## src/rtl/pclr_pkg.sv

```systemverilog
// Shared constants, types and decoders for the parallel config load link.
// Assumes a 50 MHz system clock on both ends; link pins are resolved in pclr_if.
package pclr_pkg;

  // System clock period
  localparam int CLK_NS = 20;
  // Width of every long counter
  localparam int CW = 20;

  // Bus width codes on scheme_select
  localparam logic [1:0] W8 = 2'h0;
  localparam logic [1:0] W16 = 2'h1;
  localparam logic [1:0] W32 = 2'h2;

  // Option bits in the first (header) beat of an image
  localparam int HDR_CMP_BIT = 0;
  localparam int HDR_SEC_BIT = 1;
  localparam int HDR_INIT_BIT = 2;
  localparam int HDR_UCK_BIT = 3;

  // Clocks per data word
  localparam int RATIO_SEC32 = 4;
  localparam int RATIO_CMP32 = 8;
  localparam int RATIO_NARROW = 2;

  // Link timing as printed, then in system clocks
  localparam int T_CF2ST0_NS = 600;
  localparam int CF2ST0_CYC = T_CF2ST0_NS / CLK_NS;
  localparam int T_CF2CD_NS = 600;
  localparam int CF2CD_CYC = T_CF2CD_NS / CLK_NS;
  localparam int T_CFG_US = 2;
  localparam int CFG_CYC = (T_CFG_US * 1000 + CLK_NS - 1) / CLK_NS;
  localparam int T_ST2CK_US = 2;
  localparam int ST2CK_CYC = (T_ST2CK_US * 1000 + CLK_NS - 1) / CLK_NS;
  localparam int T_STATUS_MIN_US = 268;
  localparam int T_STATUS_MAX_US = 1506;
  localparam int T_CD2UM_MIN_US = 175;
  localparam int T_CD2UM_MAX_US = 437;
  localparam int POR_DEFAULT_CYC = 1000;
  // Four slowest link clock periods of 10 ns before the user clock is taken
  localparam int T_LINK_MAX_PER_NS = 10;
  localparam int T_CD2CU_NS = 4 * T_LINK_MAX_PER_NS;
  localparam int CD2CU_CYC = (T_CD2CU_NS + CLK_NS - 1) / CLK_NS;
  localparam int UCK_INIT_EDGES = 8576;
  // Host link clock half period in system clocks
  localparam int CK_HALF_CYC = 4;

  // Device states
  typedef enum logic [2:0] {
    D_POR = 3'h0, D_RST = 3'h1, D_REL = 3'h2, D_LOAD = 3'h3,
    D_DONE = 3'h4, D_INIT = 3'h5, D_USER = 3'h6
  } pclr_dst_t;

  // Host states
  typedef enum logic [2:0] {
    H_IDLE = 3'h0, H_PULSE = 3'h1, H_WREL = 3'h2, H_GAP = 3'h3,
    H_SEND = 3'h4, H_TAIL = 3'h5
  } pclr_hst_t;

  // Whole state of the device end
  typedef struct packed {
    pclr_dst_t st;
    logic req_s1, req_s2, req_d;
    logic clk_s1, clk_s2, clk_d;
    logic st_s1, st_s2;
    logic uck_s1, uck_s2, uck_d;
    logic [1:0] sel_s1, sel_s2;
    logic [31:0] dat_s1, dat_s2;
    logic [CW-1:0] cnt, bt;
    logic [2:0] ph;
    logic opt_init, opt_uck, sw;
    // Header compression and security bits, kept for the later beats
    logic opt_cmp, opt_sec;
    logic st_out, st_oe_n, done_out, done_oe_n, init_out, init_oe_n;
    logic [31:0] word;
    logic word_vld, user_mode;
  } pclr_dq_t;

  // Whole state of the host end
  typedef struct packed {
    pclr_hst_t st;
    logic st_s1, st_s2, dn_s1, dn_s2;
    logic req_n, clk, fl;
    logic [3:0] div;
    logic [CW-1:0] cnt, bt;
    logic [2:0] ph;
    logic [31:0] data;
    logic ack, busy, restart, fin;
  } pclr_hq_t;

  // Values after reset: status and done driven low, request idle high
  localparam pclr_dq_t DEV_RST = '{st: D_POR, st_oe_n: 1'b0, done_oe_n: 1'b0, init_oe_n: 1'b1, default: '0};
  localparam pclr_hq_t HOST_RST = '{st: H_IDLE, req_n: 1'b1, default: '0};

  // Clocks per word minus one
  function automatic logic [2:0] ratio_m1(input logic [1:0] w, input logic cmp, input logic sec);
    if (!cmp && !sec) begin
      return 3'h0;
    end else if (w == W32) begin
      return cmp ? 3'(RATIO_CMP32 - 1) : 3'(RATIO_SEC32 - 1);
    end
    return 3'(RATIO_NARROW - 1);
  endfunction

  // Keep only the lanes the width uses
  function automatic logic [31:0] bus_mask(input logic [1:0] w, input logic [31:0] v);
    case (w)
      W8: return {24'h000000, v[7:0]};
      W16: return {16'h0000, v[15:0]};
      default: return v;
    endcase
  endfunction

endpackage

```

## src/rtl/pclr_if.sv

```systemverilog
// Link between the config host and the loading device.
// Resolves the open-drain status, done and init lines with pull-ups.
`timescale 1ns/1ps
`default_nettype none
interface pclr_if;
  // Host driven
  logic cfg_req_n;
  logic cfg_clock;
  logic [31:0] data;
  // Device open-drain drivers
  logic st_out, st_oe_n;
  logic done_out, done_oe_n;
  logic init_out, init_oe_n;
  // Resolved wire levels
  logic status_n, load_done, init_done;

  // Pulled high unless the device pulls low
  assign status_n = st_oe_n ? 1'b1 : st_out;
  assign load_done = done_oe_n ? 1'b1 : done_out;
  assign init_done = init_oe_n ? 1'b1 : init_out;

  modport dev (
    input cfg_req_n, cfg_clock, data, status_n,
    output st_out, st_oe_n, done_out, done_oe_n, init_out, init_oe_n
  );
  modport host (
    output cfg_req_n, cfg_clock, data,
    input status_n, load_done, init_done
  );
endinterface
`default_nettype wire

```

## src/rtl/pclr_dev.sv

```systemverilog
// Device end of the fast parallel load port, ratio of clocks per word of one, two, four or eight.
// Assumes link pins arrive asynchronously and the link clock is much slower than sys_clk.
// Operation
// RULE1: Idle all high; request low restarts load
// RULE2: Status held low through power-on delay
// RULE3: Done low from power-up until image complete
// RULE4: Host pauses clock low, data before rise
// RULE5: Whole image sent; done rises after it
// RULE6: Host gives two falls after done
// RULE7: Init pin low once enabled until finished
// RULE8: Done low within 600 ns of request
// RULE9: Status low within 600 ns of request
// RULE10: Host holds request low two microseconds
// RULE11: Status low 268 to 1506 microseconds
// RULE12: Status released within 1506 after request
// RULE13: Unwatching host waits 1506 before clocking
// RULE14: Watching host waits 2 after status
// RULE15: Host holds each word ratio periods
// RULE16: Internal init takes 175 to 437 microseconds
// RULE17: User clock taken four periods after done
// RULE18: User clock runs 8576 cycles to finish
// RULE19: Narrow widths use only low lanes
// RULE20: Ratio timing when compression or security
// RULE21: Host clock is ratio times word rate
// RULE22: Host clocks ratio-1 more after last
// RULE23: Status low while loading means restart
`timescale 1ns/1ps
`default_nettype none
module pclr_dev
  import pclr_pkg::*;
#(
  // Long waits, shortened in simulation
  parameter int POR_CYC = POR_DEFAULT_CYC,
  parameter int ST_MIN_CYC = (T_STATUS_MIN_US * 1000 + CLK_NS - 1) / CLK_NS,
  parameter int CD2UM_CYC = (T_CD2UM_MIN_US * 1000 + CLK_NS - 1) / CLK_NS,
  parameter int UCK_INIT_CYC = UCK_INIT_EDGES
) (
  // System
  input wire logic sys_clk,
  input wire logic reset,
  // Link
  pclr_if.dev lnk,
  // Initialization clock from the user
  input wire logic user_init_clock,
  // Bus width strap
  input wire logic [1:0] scheme_select,
  // Image length in beats, header included
  input wire logic [CW-1:0] img_beats,
  // Received beats
  output logic [31:0] word_out,
  output logic word_valid,
  // Load finished
  output logic user_mode
);

  // Registered state and its next value
  pclr_dq_t q_q;
  pclr_dq_t q_d;
  // Link clock edges seen this cycle
  logic rise;
  logic fall;
  // User clock rising edge
  logic urise;
  // Request falling edge
  logic req_fall;
  // Beat and phase after this edge
  logic [CW-1:0] nbt;
  logic [2:0] nph;

  // Next state
  always_comb begin
    q_d = q_q;
    // Two-flop synchronisers for every pin
    q_d.req_s1 = lnk.cfg_req_n;
    q_d.req_s2 = q_q.req_s1;
    q_d.clk_s1 = lnk.cfg_clock;
    q_d.clk_s2 = q_q.clk_s1;
    q_d.st_s1 = lnk.status_n;
    q_d.st_s2 = q_q.st_s1;
    q_d.uck_s1 = user_init_clock;
    q_d.uck_s2 = q_q.uck_s1;
    q_d.sel_s1 = scheme_select;
    q_d.sel_s2 = q_q.sel_s1;
    // Data shares the clock's sync depth so they stay aligned
    q_d.dat_s1 = lnk.data;
    q_d.dat_s2 = q_q.dat_s1;
    // Edge detect delays
    q_d.req_d = q_q.req_s2;
    q_d.clk_d = q_q.clk_s2;
    q_d.uck_d = q_q.uck_s2;
    rise = q_q.clk_s2 & ~q_q.clk_d;
    fall = ~q_q.clk_s2 & q_q.clk_d;
    urise = q_q.uck_s2 & ~q_q.uck_d;
    req_fall = ~q_q.req_s2 & q_q.req_d;
    nbt = q_q.bt;
    nph = q_q.ph;
    // Beat strobe lasts one cycle
    q_d.word_vld = 1'b0;

    case (q_q.st)
      // Power-on wait, status and done held low
      D_POR: begin
        if (q_q.cnt != CW'(POR_CYC - 1)) begin
          q_d.cnt = q_q.cnt + 1'b1; // [RULE2]
        end else if (q_q.req_s2) begin
          // Request low here simply extends the wait
          q_d.st = D_REL;
          q_d.st_oe_n = 1'b1;
          q_d.cnt = '0;
        end
      end
      // Reconfiguration reset pulse on the status line
      D_RST: begin
        if (q_q.cnt != CW'(ST_MIN_CYC - 1)) begin
          q_d.cnt = q_q.cnt + 1'b1; // [RULE11]
        end else if (q_q.req_s2) begin
          // Released as soon as the minimum has passed and request is high
          q_d.st = D_REL; // [RULE12]
          q_d.st_oe_n = 1'b1;
          q_d.cnt = '0;
        end
      end
      // Released; an outside driver may still hold status low
      D_REL: begin
        if (q_q.st_s2) begin
          q_d.st = D_LOAD;
          q_d.bt = '0;
          q_d.ph = '0;
        end
      end
      // Taking beats on link clock rising edges
      D_LOAD: begin
        if (rise) begin
          if (q_q.ph == 3'h0) begin
            // Only the lanes of the chosen width carry data
            q_d.word = bus_mask(q_q.sel_s2, q_q.dat_s2); // [RULE19]
            q_d.word_vld = 1'b1;
            nbt = q_q.bt + 1'b1;
            nph = q_q.ph;
            if (q_q.bt == '0) begin
              // Header beat sets the options and the ratio at once
              q_d.opt_init = q_q.dat_s2[HDR_INIT_BIT];
              q_d.opt_uck = q_q.dat_s2[HDR_UCK_BIT];
              q_d.opt_cmp = q_q.dat_s2[HDR_CMP_BIT];
              q_d.opt_sec = q_q.dat_s2[HDR_SEC_BIT];
              nph = ratio_m1(q_q.sel_s2, q_q.dat_s2[HDR_CMP_BIT], q_q.dat_s2[HDR_SEC_BIT]); // [RULE20]
              q_d.init_oe_n = ~q_q.dat_s2[HDR_INIT_BIT]; // [RULE7]
            end else begin
              // Later beats keep the ratio the header declared
              nph = ratio_m1(q_q.sel_s2, q_q.opt_cmp, q_q.opt_sec); // [RULE20]
            end
          end else begin
            // Spare clocks spent on decoding the word
            nph = q_q.ph - 3'h1;
          end
          q_d.bt = nbt;
          q_d.ph = nph;
          // Done only after the last beat and its spare clocks
          if (nbt == img_beats && nph == 3'h0) begin
            q_d.st = D_DONE;
            q_d.done_oe_n = 1'b1; // [RULE5] [RULE3]
            q_d.cnt = '0;
          end
        end
      end
      // Wait for two falling edges after done
      D_DONE: begin
        if (fall) begin
          if (q_q.cnt[0]) begin
            q_d.st = D_INIT;
            q_d.cnt = '0;
            q_d.sw = 1'b0;
          end else begin
            q_d.cnt = CW'(1);
          end
        end
      end
      // Initialization on the internal or the user clock
      D_INIT: begin
        if (!q_q.opt_uck) begin
          q_d.cnt = q_q.cnt + 1'b1;
          if (q_q.cnt == CW'(CD2UM_CYC - 1)) begin
            q_d.st = D_USER; // [RULE16]
          end
        end else if (!q_q.sw) begin
          // Hold off before switching to the user clock
          q_d.cnt = q_q.cnt + 1'b1;
          if (q_q.cnt == CW'(CD2CU_CYC - 1)) begin
            q_d.sw = 1'b1; // [RULE17]
            q_d.cnt = '0;
          end
        end else if (urise) begin
          // Stalls if the user clock stops
          q_d.cnt = q_q.cnt + 1'b1;
          if (q_q.cnt == CW'(UCK_INIT_CYC - 1)) begin
            q_d.st = D_USER; // [RULE18]
          end
        end
      end
      // Running; init pin released
      D_USER: begin
        q_d.init_oe_n = 1'b1;
        q_d.user_mode = 1'b1;
      end
      // Unused codes fall back to reset
      default: begin
        q_d = DEV_RST;
      end
    endcase

    // A falling request restarts from any state but power-on
    if (req_fall && q_q.st != D_POR) begin
      q_d.st = D_RST; // [RULE1]
      q_d.cnt = '0;
      // Both lines low a few cycles after the fall, well inside 600 ns
      q_d.st_oe_n = 1'b0; // [RULE9]
      q_d.done_oe_n = 1'b0; // [RULE8] [RULE3]
      q_d.init_oe_n = 1'b1;
      q_d.user_mode = 1'b0;
      q_d.opt_init = 1'b0;
      q_d.opt_uck = 1'b0;
      q_d.opt_cmp = 1'b0;
      q_d.opt_sec = 1'b0;
    end
  end

  // State register
  always_ff @(posedge sys_clk or posedge reset) begin
    if (reset) begin
      q_q <= DEV_RST;
    end else begin
      q_q <= q_d;
    end
  end

  // Open-drain drivers, all from flops
  assign lnk.st_out = q_q.st_out;
  assign lnk.st_oe_n = q_q.st_oe_n;
  assign lnk.done_out = q_q.done_out;
  assign lnk.done_oe_n = q_q.done_oe_n;
  assign lnk.init_out = q_q.init_out;
  assign lnk.init_oe_n = q_q.init_oe_n;
  // User side
  assign word_out = q_q.word;
  assign word_valid = q_q.word_vld;
  assign user_mode = q_q.user_mode;

endmodule
`default_nettype wire

```

## src/flat_wrapper.sv

```systemverilog
// flat-port wrapper written by rule: the top's interface ports become plain ports
module pclr_dev_flat import pclr_pkg::*;
#(
                                        
  parameter int POR_CYC = POR_DEFAULT_CYC,
  parameter int ST_MIN_CYC = (T_STATUS_MIN_US * 1000 + CLK_NS - 1) / CLK_NS,
  parameter int CD2UM_CYC = (T_CD2UM_MIN_US * 1000 + CLK_NS - 1) / CLK_NS,
  parameter int UCK_INIT_CYC = UCK_INIT_EDGES
)
  (sys_clk, reset, user_init_clock, scheme_select, img_beats, word_out, word_valid, user_mode, lnk_cfg_req_n, lnk_cfg_clock, lnk_data, lnk_st_out, lnk_st_oe_n, lnk_done_out, lnk_done_oe_n, lnk_init_out, lnk_init_oe_n);
  pclr_if lnk_i ();
  input wire logic sys_clk;
  input wire logic reset;
  input wire logic user_init_clock;
  input wire logic [1:0] scheme_select;
  input wire logic [CW-1:0] img_beats;
  output logic [31:0] word_out;
  output logic word_valid;
  output logic user_mode;
  input wire logic [$bits(lnk_i.cfg_req_n)-1:0] lnk_cfg_req_n;
  input wire logic [$bits(lnk_i.cfg_clock)-1:0] lnk_cfg_clock;
  input wire logic [$bits(lnk_i.data)-1:0] lnk_data;
  output wire logic [$bits(lnk_i.st_out)-1:0] lnk_st_out;
  output wire logic [$bits(lnk_i.st_oe_n)-1:0] lnk_st_oe_n;
  output wire logic [$bits(lnk_i.done_out)-1:0] lnk_done_out;
  output wire logic [$bits(lnk_i.done_oe_n)-1:0] lnk_done_oe_n;
  output wire logic [$bits(lnk_i.init_out)-1:0] lnk_init_out;
  output wire logic [$bits(lnk_i.init_oe_n)-1:0] lnk_init_oe_n;
  assign lnk_i.cfg_req_n = lnk_cfg_req_n;
  assign lnk_i.cfg_clock = lnk_cfg_clock;
  assign lnk_i.data = lnk_data;
  assign lnk_st_out = lnk_i.st_out;
  assign lnk_st_oe_n = lnk_i.st_oe_n;
  assign lnk_done_out = lnk_i.done_out;
  assign lnk_done_oe_n = lnk_i.done_oe_n;
  assign lnk_init_out = lnk_i.init_out;
  assign lnk_init_oe_n = lnk_i.init_oe_n;
  pclr_dev #(.POR_CYC(POR_CYC), .ST_MIN_CYC(ST_MIN_CYC), .CD2UM_CYC(CD2UM_CYC), .UCK_INIT_CYC(UCK_INIT_CYC)) u_core (.sys_clk(sys_clk), .reset(reset), .lnk(lnk_i), .user_init_clock(user_init_clock), .scheme_select(scheme_select), .img_beats(img_beats), .word_out(word_out), .word_valid(word_valid), .user_mode(user_mode));
endmodule
```

## config.mk

```make
export PLATFORM = sky130hd
export DESIGN_NAME = pclr_dev_flat
export DESIGN_NICKNAME = d
export VERILOG_FILES = /design/src/rtl/pclr_pkg.sv /design/src/rtl/pclr_if.sv /design/src/rtl/pclr_dev.sv /design/src/flat_wrapper.sv
export SDC_FILE = /design/constraint.sdc
export NUM_CORES = 1
export LEC_CHECK = 0
export BUFFER_PORTS_ARGS = -buffer_cell sky130_fd_sc_hd__buf_2
export CAP_MARGIN = 30
export CORE_MARGIN = 10
export CORE_UTILIZATION = 63
export DETAILED_ROUTE_END_ITERATION = 8
export PLACE_DENSITY = 0.85
export SLEW_MARGIN = 20
export SYNTH_ARGS = -nofsm -noshare
export SYNTH_HDL_FRONTEND = slang
export SYNTH_SLANG_ARGS = --single-unit
```

## constraint.sdc

```tcl
create_clock -name sys_clk -period 9.6 [get_ports sys_clk]
set_input_delay 1.92 -clock sys_clk [delete_from_list [all_inputs] [get_ports sys_clk]]
set_output_delay 1.92 -clock sys_clk [all_outputs]
set_load 0.02 [all_outputs]
```

-- Yosys cells after proc, flatten, opt, wreduce, memory -nomap -nowiden
Cells that the tools add are included.
- input port bits: 59
- register bits after elaboration: 166
- reduce and logical (&&, ||, !) cells: 31
- add/sub/neg operators: 3
- bitwise logic cells: 12
- mux-type cells: 91
- equality and inequality tests: 40
- operator list (operator ; count):
    $mux W20 ; 13
    $pmux W20 S6 ; 1
    $mux W79 ; 1
    $mux W3 ; 26
    $pmux W23 S3 ; 1
    $mux W34 ; 2
    $pmux W33 S2 ; 1
    $pmux W32 S2 ; 1
    $mux W45 ; 1
    $add A20 B1 Y20 const B ; 2
    $eq A20 B14 Y1 const B ; 2
    $mux W1 ; 29
    $ne A2 B1 Y1 const B ; 12
    $mux W23 ; 1
    $ne A3 B1 Y1 const B ; 7
    $pmux W3 S7 ; 1
    $eq A20 B1 Y1 const B ; 1
    $eq A20 B20 Y1 ; 1
    $logic_not A20 Y1 ; 1
    $ne A20 B10 Y1 const B ; 1
    $ne A20 B14 Y1 const B ; 1
    $reduce_or A5 Y1 ; 4
    $mux W2 ; 6
    $ne A4 B4 Y1 const B ; 3
    other kinds (26) ; 58

-- Logic depth before layout (Yosys ltp)
Gate-level depths: netlist of the first run.
- depth in word-level cells: 18
- depth in mapped cells: 11
- gate-level depth less buffers: 10

-- Worst setup path after synthesis of the first run
OpenSTA, ideal clock, no wires.
- path type: input port to flip-flop
- start: input port img_beats[10]
- end: register u_core.q_q[76] in the netlist's numbering
- arrival: 3463 ps
- slack: 6063 ps
- data required time: 9527 ps
- cell stages on the path: 9
- path through: xnor2_1 xnor2_1 or4_1 o21ai_0 o2111a_1 nand4_2 buf_6 a211oi_2 a2bb2oi_2
- cells in the longest elaborated chain, start to end: 4
- RTL lines (item ; line ; text):
    start, declared ; flat_wrapper.sv:16 ; input wire logic [CW-1:0] img_beats;
    $eq A20 B20 Y1 ; pclr_dev.sv:159 ; if (nbt == img_beats && nph == 3'h0) begin
    $logic_and A1 B1 Y1 ; pclr_dev.sv:159 ;
    $ne A3 B1 Y1 (no source line) ; n/a ;
    $reduce_and A5 Y1 (no source line) ; n/a ;
    end signal, assigned ; pclr_dev.sv:232 ; q_q <= q_d;
    end, declared ; pclr_dev.sv:57 ; pclr_dq_t q_q;
No other way between the ends.
A chain may end at the register's enable or synchronous reset.

-- Worst setup path in the final report of the first run
- start: register u_core.q_q[168] in the netlist's numbering
- end: register u_core.q_q (netlist bit u_core.word_out[9])
- cells in the longest elaborated chain, start to end: 4
- elaborated cells on any way between the ends: 13
- classes of those cells: 8 x eq/ne; 1 x mux; 1 x bitwise; 3 x reduce/logical
- RTL lines (item ; line ; text):
    $eq A3 B1 Y1, or another cell as far along ; pclr_dev.sv:100 ; case (q_q.st)
    $reduce_or A6 Y1 (no source line) ; n/a ;
    $not A1 Y1 (no source line) ; n/a ;
    $reduce_and A3 Y1 (no source line) ; n/a ;
Parallel ways exist; a longest one is shown, timed or not.

==> results of run 1 <==
==> cells in the final DEF (no fill, tap or decap), drive strengths merged, types with 6 or more instances in the layout <==
master and count:
a21oi 29, a22o 34, a2bb2oi 6, and2 81
and3 9, buf 102, clkbuf 19, clkinv 7
dfrtp 165, ha 6, inv 27, nand2 58
nand3 23, nand4 14, nor2 46, nor3 13
nor4 21, o21ai 43, o22ai 9, o31ai 13
or3 9, xnor2 21, xor2 10
==> sequential cells by signal, summed over array words and instances (netlist names) <==
signal                count
u_core.lnk.done_oe_n      1
u_core.lnk.init_oe_n      1
u_core.lnk.st_oe_n        1
u_core.q_q              129
u_core.user_mode          1
u_core.word_out          32
u_core.word_valid         1
==> worst paths after layout <==
check | from | endpoint | slack, ps | cells after the start
worst max-delay path | u_core.q_q[168] | u_core.word_out[9] | 5570 | 6
worst min-delay path | u_core.q_q[120] | u_core.q_q[88] | 440 | 1
worst max register to register | u_core.q_q[168] | u_core.word_out[9] | 5570 | 6
worst min register to register | u_core.q_q[120] | u_core.q_q[88] | 440 | 1
max in group asynchronous | reset | u_core.lnk.init_oe_n | 6740 | 4
min in group asynchronous | reset | u_core.word_out[14] | 1630 | 2
==> layer usage <==
metal | vias to the layer above | part of all wire, % | global-route usage [%]
met5 | - | 0 | 0
met4 | 0 | 2.5 | 6.35
met3 | 61 | 7.8 | 6.31
met2 | 314 | 49 | 36.8
met1 | 3096 | 40 | 26.1
li1 | 2918 | - | -
==> cell families (layout without fill, tap and decap cells) <==
kind of cell | Yosys count | count (layout)
fa+ha+maj | 6 | 6
compound gates | 185 | 185
xor+xnor | 31 | 31
simple gates | 311 | 311
flops | 166 | 166
other cells | 1 | 3
buf+inv | 102 | 156
mux | 2 | 2
==> where the power goes <==
part,internal (mW),switching [mW],leakage (nW)
sequential,0.716,0.00594,2.13
clock,0.342,0.282,0.268
combinational,0.0239,0.0298,1.74
==> stage by stage <==
stage | hold WS (ps) | util [%] | total power, mW | worst slack, ps | std cells
finish | 441 | 71.7 | 1.40 | 5570 | 1032
global route | 465 | 71.7 | 1.45 | 5390 | 1032
CTS | 441 | 71.6 | 1.41 | 5660 | 1031
detailed placement | 435 | 67.4 | 0.789 | 5330 | 1000
global placement | 431 | 66.9 | 0.784 | 5490 | 998
floorplan | 428 | - | 0.767 | 3190 | 806
==> layout make-up <==
cell class / instances / area (um2) / area share, %
repair buffers: 102 / 568 / 6.25
flip-flops and latches: 166 / 4160 / 45.8
clock inverters: 12 / 97.6 / 1.07
clock buffers: 19 / 443 / 4.88
inverters: 23 / 91.3 / 1.01
multi-input cells: 538 / 3510 / 38.7
well taps: 172 / 215 / 2.37
==> impl_metrics.ini, run 1 <==
[status]
outcome = complete, no violations

[synth]
synth_top_area_share_pct = 50.4
syn_inst = 804
syn_area_um2 = 8200
synth_mux_area_share_pct = 0.244
synth_edf_count = 0
post_synth_xor_area_fraction_pct = 3.31
synth_top_family_by_area = simple AND/OR/NAND/NOR gates
synthAdderAreaFrac_pct = 0.916
syn_area_per_cell_um2 = 10.2
synth.most_common_cell = dfrtp_1
synthArstFlopShare_pct = 100
synth_top_cell_by_area = dfrtp_1
synth-simple-area-share_pct = 21.6
synth_area_leaders = dfrtp_1 (50%), and2_1 (6.2%), a22o_1 (3.6%)
ys_seq_area_share_pct = 50.7
yosys_warnings = 0
synth_ff_type = dfrtp_1
ys_ff_latch = 166
synth_compound_area_share_pct = 16.5
ys_types = 81
synth_commonest_cells = dfrtp_1 (165), and2_1 (81), nand2_1 (58)

[power_and_ir_drop]
ir_drop_v = 0.000195
power.density_nw_per_um2 = 154
p_leak_nw = 4.13

[worst_setup_path]
worstSetupEndpointType = flip-flop
worst_setup_path_start_kind = flip-flop
crit_path_max_incr_delay_ps = 1010
path_class = reg -> reg
critPathRequiredTime_ps = 9950
path_buf_inv = 0
crit_family = simple AND/OR/NAND/NOR gates
crit_chain = nand2_1 > nor2_1 > nand2_1 > nor2_1 > o21a_1 > a22o_1
slowest_stage = dfrtp_1
cp_data_arrival_time_ps = 4380
crit_fanout = 31

[sta]
finalCritPeriodShare_pct = 42.0
fin_crit_ps = 4030
slew_violations = 0
final.setup_skew_ps = 5.25
setup_violations = 0
hold_viol_final = 0
max_freq_mhz = 248
fin_tns_setup_ps = 0
relSlewSlack_pct = 32.4
rsz0062_at_grt = no
worstMarginPinSlew_ps = 1010

[clock_network]
cts_tree = yes
cts_buffers = 17
root_buffer = clkbuf_16
clk_pin_slew_ps = 60
h-tree-depth = 4
postCtsHoldBufs = 0
clock_sinks = 166
cts_resized = 0
clk_latency_ps = 420
post_cts_buffers = 0
cts_max_path_buffers = 2

[detailed_routing]
drc = 0
drt_iter0_drc = 676
dr.pass1.iters = 6
wire_per_inst_um = 18.7
routed_wl_mm = 19.3
vias_per_cell = 6.19
vias = 6389
final_antenna_net_count = 0

[global_routing]
grt_max_degree = 84
first_global_vias = 6434
gr-total-overflow = 0
grtUsageTotal_pct = 21.6
antenna_found_initial = 0
grt_first_pass_wirelength_mm = 32.1

[floorplanning]
core_um2 = 12700
dieWidth_um = 134
dieHeight_um = 134
dieArea_um2 = 18000
rows = 41
io_pins = 99
initial_core_util_pct = 64.7

[layout]
layout-drive-gt1-share_pct = 19.0
fin_nets = 913
n_fill_cell = 899
final_area_um2 = 9080
area.growth.synth_to_final_pct = 10.8
antenna_cells = 0

[hold_path]
holdCritPathClass = reg -> reg

[placed_design]
placed_area_um2 = 8530
post-dp-hpwl_mm = 13.4
place_congestion = 0.953
io_buffers = 95

[run]
cap_violations = 0
No activity file was read; power rests on OpenSTA's default activity.
==> run 2: changes to the inputs <==
--- a/config.mk
+++ b/config.mk
@@ -5,12 +5,13 @@
 export SDC_FILE = /design/constraint.sdc
 export NUM_CORES = 1
 export LEC_CHECK = 0
+export ABC_AREA = 1
 export BUFFER_PORTS_ARGS = -buffer_cell sky130_fd_sc_hd__buf_2
 export CAP_MARGIN = 30
 export CORE_MARGIN = 10
-export CORE_UTILIZATION = 63
+export CORE_UTILIZATION = 53
 export DETAILED_ROUTE_END_ITERATION = 8
-export PLACE_DENSITY = 0.85
+export PLACE_DENSITY = 0.76
 export SLEW_MARGIN = 20
 export SYNTH_ARGS = -nofsm -noshare
 export SYNTH_HDL_FRONTEND = slang
==> constraint.sdc (replaced) <==
create_clock -name sys_clk -period 3.63 [get_ports sys_clk]
set_input_delay 0.726 -clock sys_clk [delete_from_list [all_inputs] [get_ports sys_clk]]
set_output_delay 0.726 -clock sys_clk [all_outputs]
set_load 0.02 [all_outputs]
==> run 2 against run 1 <==
  * Critical endpoint is now u_core.q_q[75]
  * Clock power grew to 3.0 times the previous value
  * Critical path depth is 12 higher
  * Global-route usage is 2.1 points lower
  * Combinational power grew to 2.8 times the previous value
  * Largest cell class unchanged
==> impl_metrics.ini, run 2 <==
[worst_setup_path]
crit_end = u_core.q_q[75]
worst_setup_path_start_kind = flip-flop
crit_fanout = 20
worstSetupEndpointType = flip-flop
critPathRequiredTime_ps = 3950
r2r_slack_ps = 700
cp-startpoint = u_core.q_q[45]
path_class = reg -> reg
r2r-end = u_core.q_q[75]
reg2reg_from = u_core.q_q[45]
cp_data_arrival_time_ps = 3250
reg2reg_depth = 18

[layout]
largest_reg_flops = 129
final_cell_mix = nand2_1 (328), inv_1 (194), dfrtp_1 (165), buf_2 (95), nand3_1 (82)
area.growth.synth_to_final_pct = 12.4
layout-drive-gt1-share_pct = 13.8
fin_nets = 1280
regMostFlops = u_core.q_q
utilization_pct = 61.3
final_common_cell = nand2_1

[detailed_routing]
vias_per_cell = 5.20
drt_iter0_drc = 623
drc = 0
final_antenna_net_count = 0
wire_per_inst_um = 14.7
routed_wl_mm = 21.2
dr.pass1.iters = 5
vias = 7509

[power_and_ir_drop]
ir_drop_v = 0.000366
p_leak_nw = 5.35
power.density_nw_per_um2 = 399

[global_routing]
gr-total-overflow = 0
antenna_found_initial = 0
grt_first_pass_wirelength_mm = 35.2
first_global_vias = 7179
grt_max_degree = 81
grtUsageTotal_pct = 19.5

[placed_design]
place_congestion = 0.967
io_buffers = 95
post-dp-hpwl_mm = 15.3
placement.setup.worst_slack_ps = 709

[synth]
synthArstFlopShare_pct = 100
synth_commonest_cells = nand2_1 (328), inv_1 (196), dfrtp_1 (165)
synth_top_area_share_pct = 47.1
yosys_warnings = 0
synth_ff_type = dfrtp_1
synth_compound_area_share_pct = 7.54
synth_area_leaders = dfrtp_1 (47%), nand2_1 (14%), inv_1 (8.4%)
synth.most_common_cell = nand2_1
post_synth_xor_area_fraction_pct = 1.30
ys_ff_latch = 166
synth_mux_area_share_pct = 0
synth_top_cell_by_area = dfrtp_1
synth-simple-area-share_pct = 29.0
synth_edf_count = 0
ys_types = 43
synth_top_family_by_area = simple AND/OR/NAND/NOR gates
syn_area_um2 = 8760
syn_inst = 1160
ys_seq_area_share_pct = 47.4
synthAdderAreaFrac_pct = 0.857
syn_area_per_cell_um2 = 7.55

[clock_network]
clk_pin_slew_ps = 70
cts_max_path_buffers = 2
root_buffer = clkbuf_16
cts_resized = 0
post_cts_buffers = 0
cts_buffers = 17
clk_latency_ps = 440
cts_tree = yes
h-tree-depth = 4
postCtsHoldBufs = 0
clock_sinks = 166

[floorplanning]
dieWidth_um = 149
rows = 46
dieHeight_um = 149
core_um2 = 16100
initial_core_util_pct = 54.5
io_pins = 99
dieArea_um2 = 22100

[sta]
fin_crit_ps = 2930
setup_ws_ps = 705
rsz0062_at_grt = no
worstMarginPinSlew_ps = 788
setup_violations = 0
hold_viol_final = 0
final.setup_skew_ps = 10.5
relSlewSlack_pct = 47.5
slew_violations = 0
fin_tns_setup_ps = 0
finalCritPeriodShare_pct = 80.6
max_freq_mhz = 342

[hold_path]
holdCritPathClass = in -> async

[run]
cap_violations = 0

[status]
outcome = complete, no violations
[run 2: cell types whose count changed in the layout (fill, tap and decap cells not counted), sizes merged, moves of 13 or more]
cell,before,now
nor2,46,77
nand3,23,87
and2,81,1
a22o,34,6
nor3,13,26
inv,27,209
o21ai,43,63
nand4,14,48
nor4,21,2
nand2,58,333
xnor2,21,3
a21oi,29,13
[run 2: worst min path at each step]
stage,startpoint,endpoint,slack [ps],cells past startpoint
floorplan,u_core.q_q[132],u_core.q_q[100],410,2
global placement,u_core.q_q[138],u_core.q_q[106],410,2
detailed placement,u_core.q_q[121],u_core.q_q[89],420,2
CTS,reset,u_core.q_q[168],290,2
global route,reset,u_core.q_q[168],300,2
finish,reset,u_core.q_q[64],290,2
[run 2: logic make-up after synthesis]
kind of cell             after synthesis
XOR/XNOR                              13
flip-flops                           166
AO/OA/AOI/OAI                        114
adder cells (fa/ha/maj)                6
buffers and inverters                280
AND/OR/NAND/NOR                      580
other                                  1
[run 2: stage by stage]
stage               std cells  hold slack (ps)  total power, mW  cell area, um2
floorplan                1162              413             2.03            8770
finish                   1445              292             3.93            9850
global placement         1411              414             2.09            9200
detailed placement       1412              418             2.10            9220
global route             1444              302             4.08            9840
CTS                      1444              287             3.98            9840
[run 2: report_power, final]
group / leakage (nW) / internal, mW / total [mW] / switching (mW)
Clock: 0.302 / 1.00 / 1.87 / 0.874
Sequential: 2.12 / 1.89 / 1.91 / 0.0181
Combinational: 2.93 / 0.0575 / 0.149 / 0.0917
[run 2: routing by layer]
layer | global-route usage, % | part of all wire (%) | vias up
met5 | 0 | 0 | -
met4 | 6.59 | 2.1 | 0
met2 | 31.4 | 48 | 257
met1 | 24.9 | 43 | 3490
li1 | - | - | 3724
met3 | 5.22 | 6.9 | 38
[run 2: critical path: stages, from the launching register on]
cell      delay [ps]
dfrtp_1          370
inv_1            110
ha_1             230
inv_2             40
nor2_1           200
buf_4            220
nand2_1           90
nand3b_1          80
nand3_1           80
nor2_1           170
nand3_1          100
nor2_1           100
nand2_1           80
nor2_2           100
nand3_2          100
nand2_4          140
nand3_2          350
nand2_1          170
nand2_1           60
[run 2: layout make-up]
class	instances	area, um2
flip-flops and latches	166	4160
inverters	205	773
well taps	216	270
clock buffers	17	425
diodes	1	2.50
fillers	1424	6210
clock inverters	15	201
repair buffers	109	618
multi-input cells	716	3400
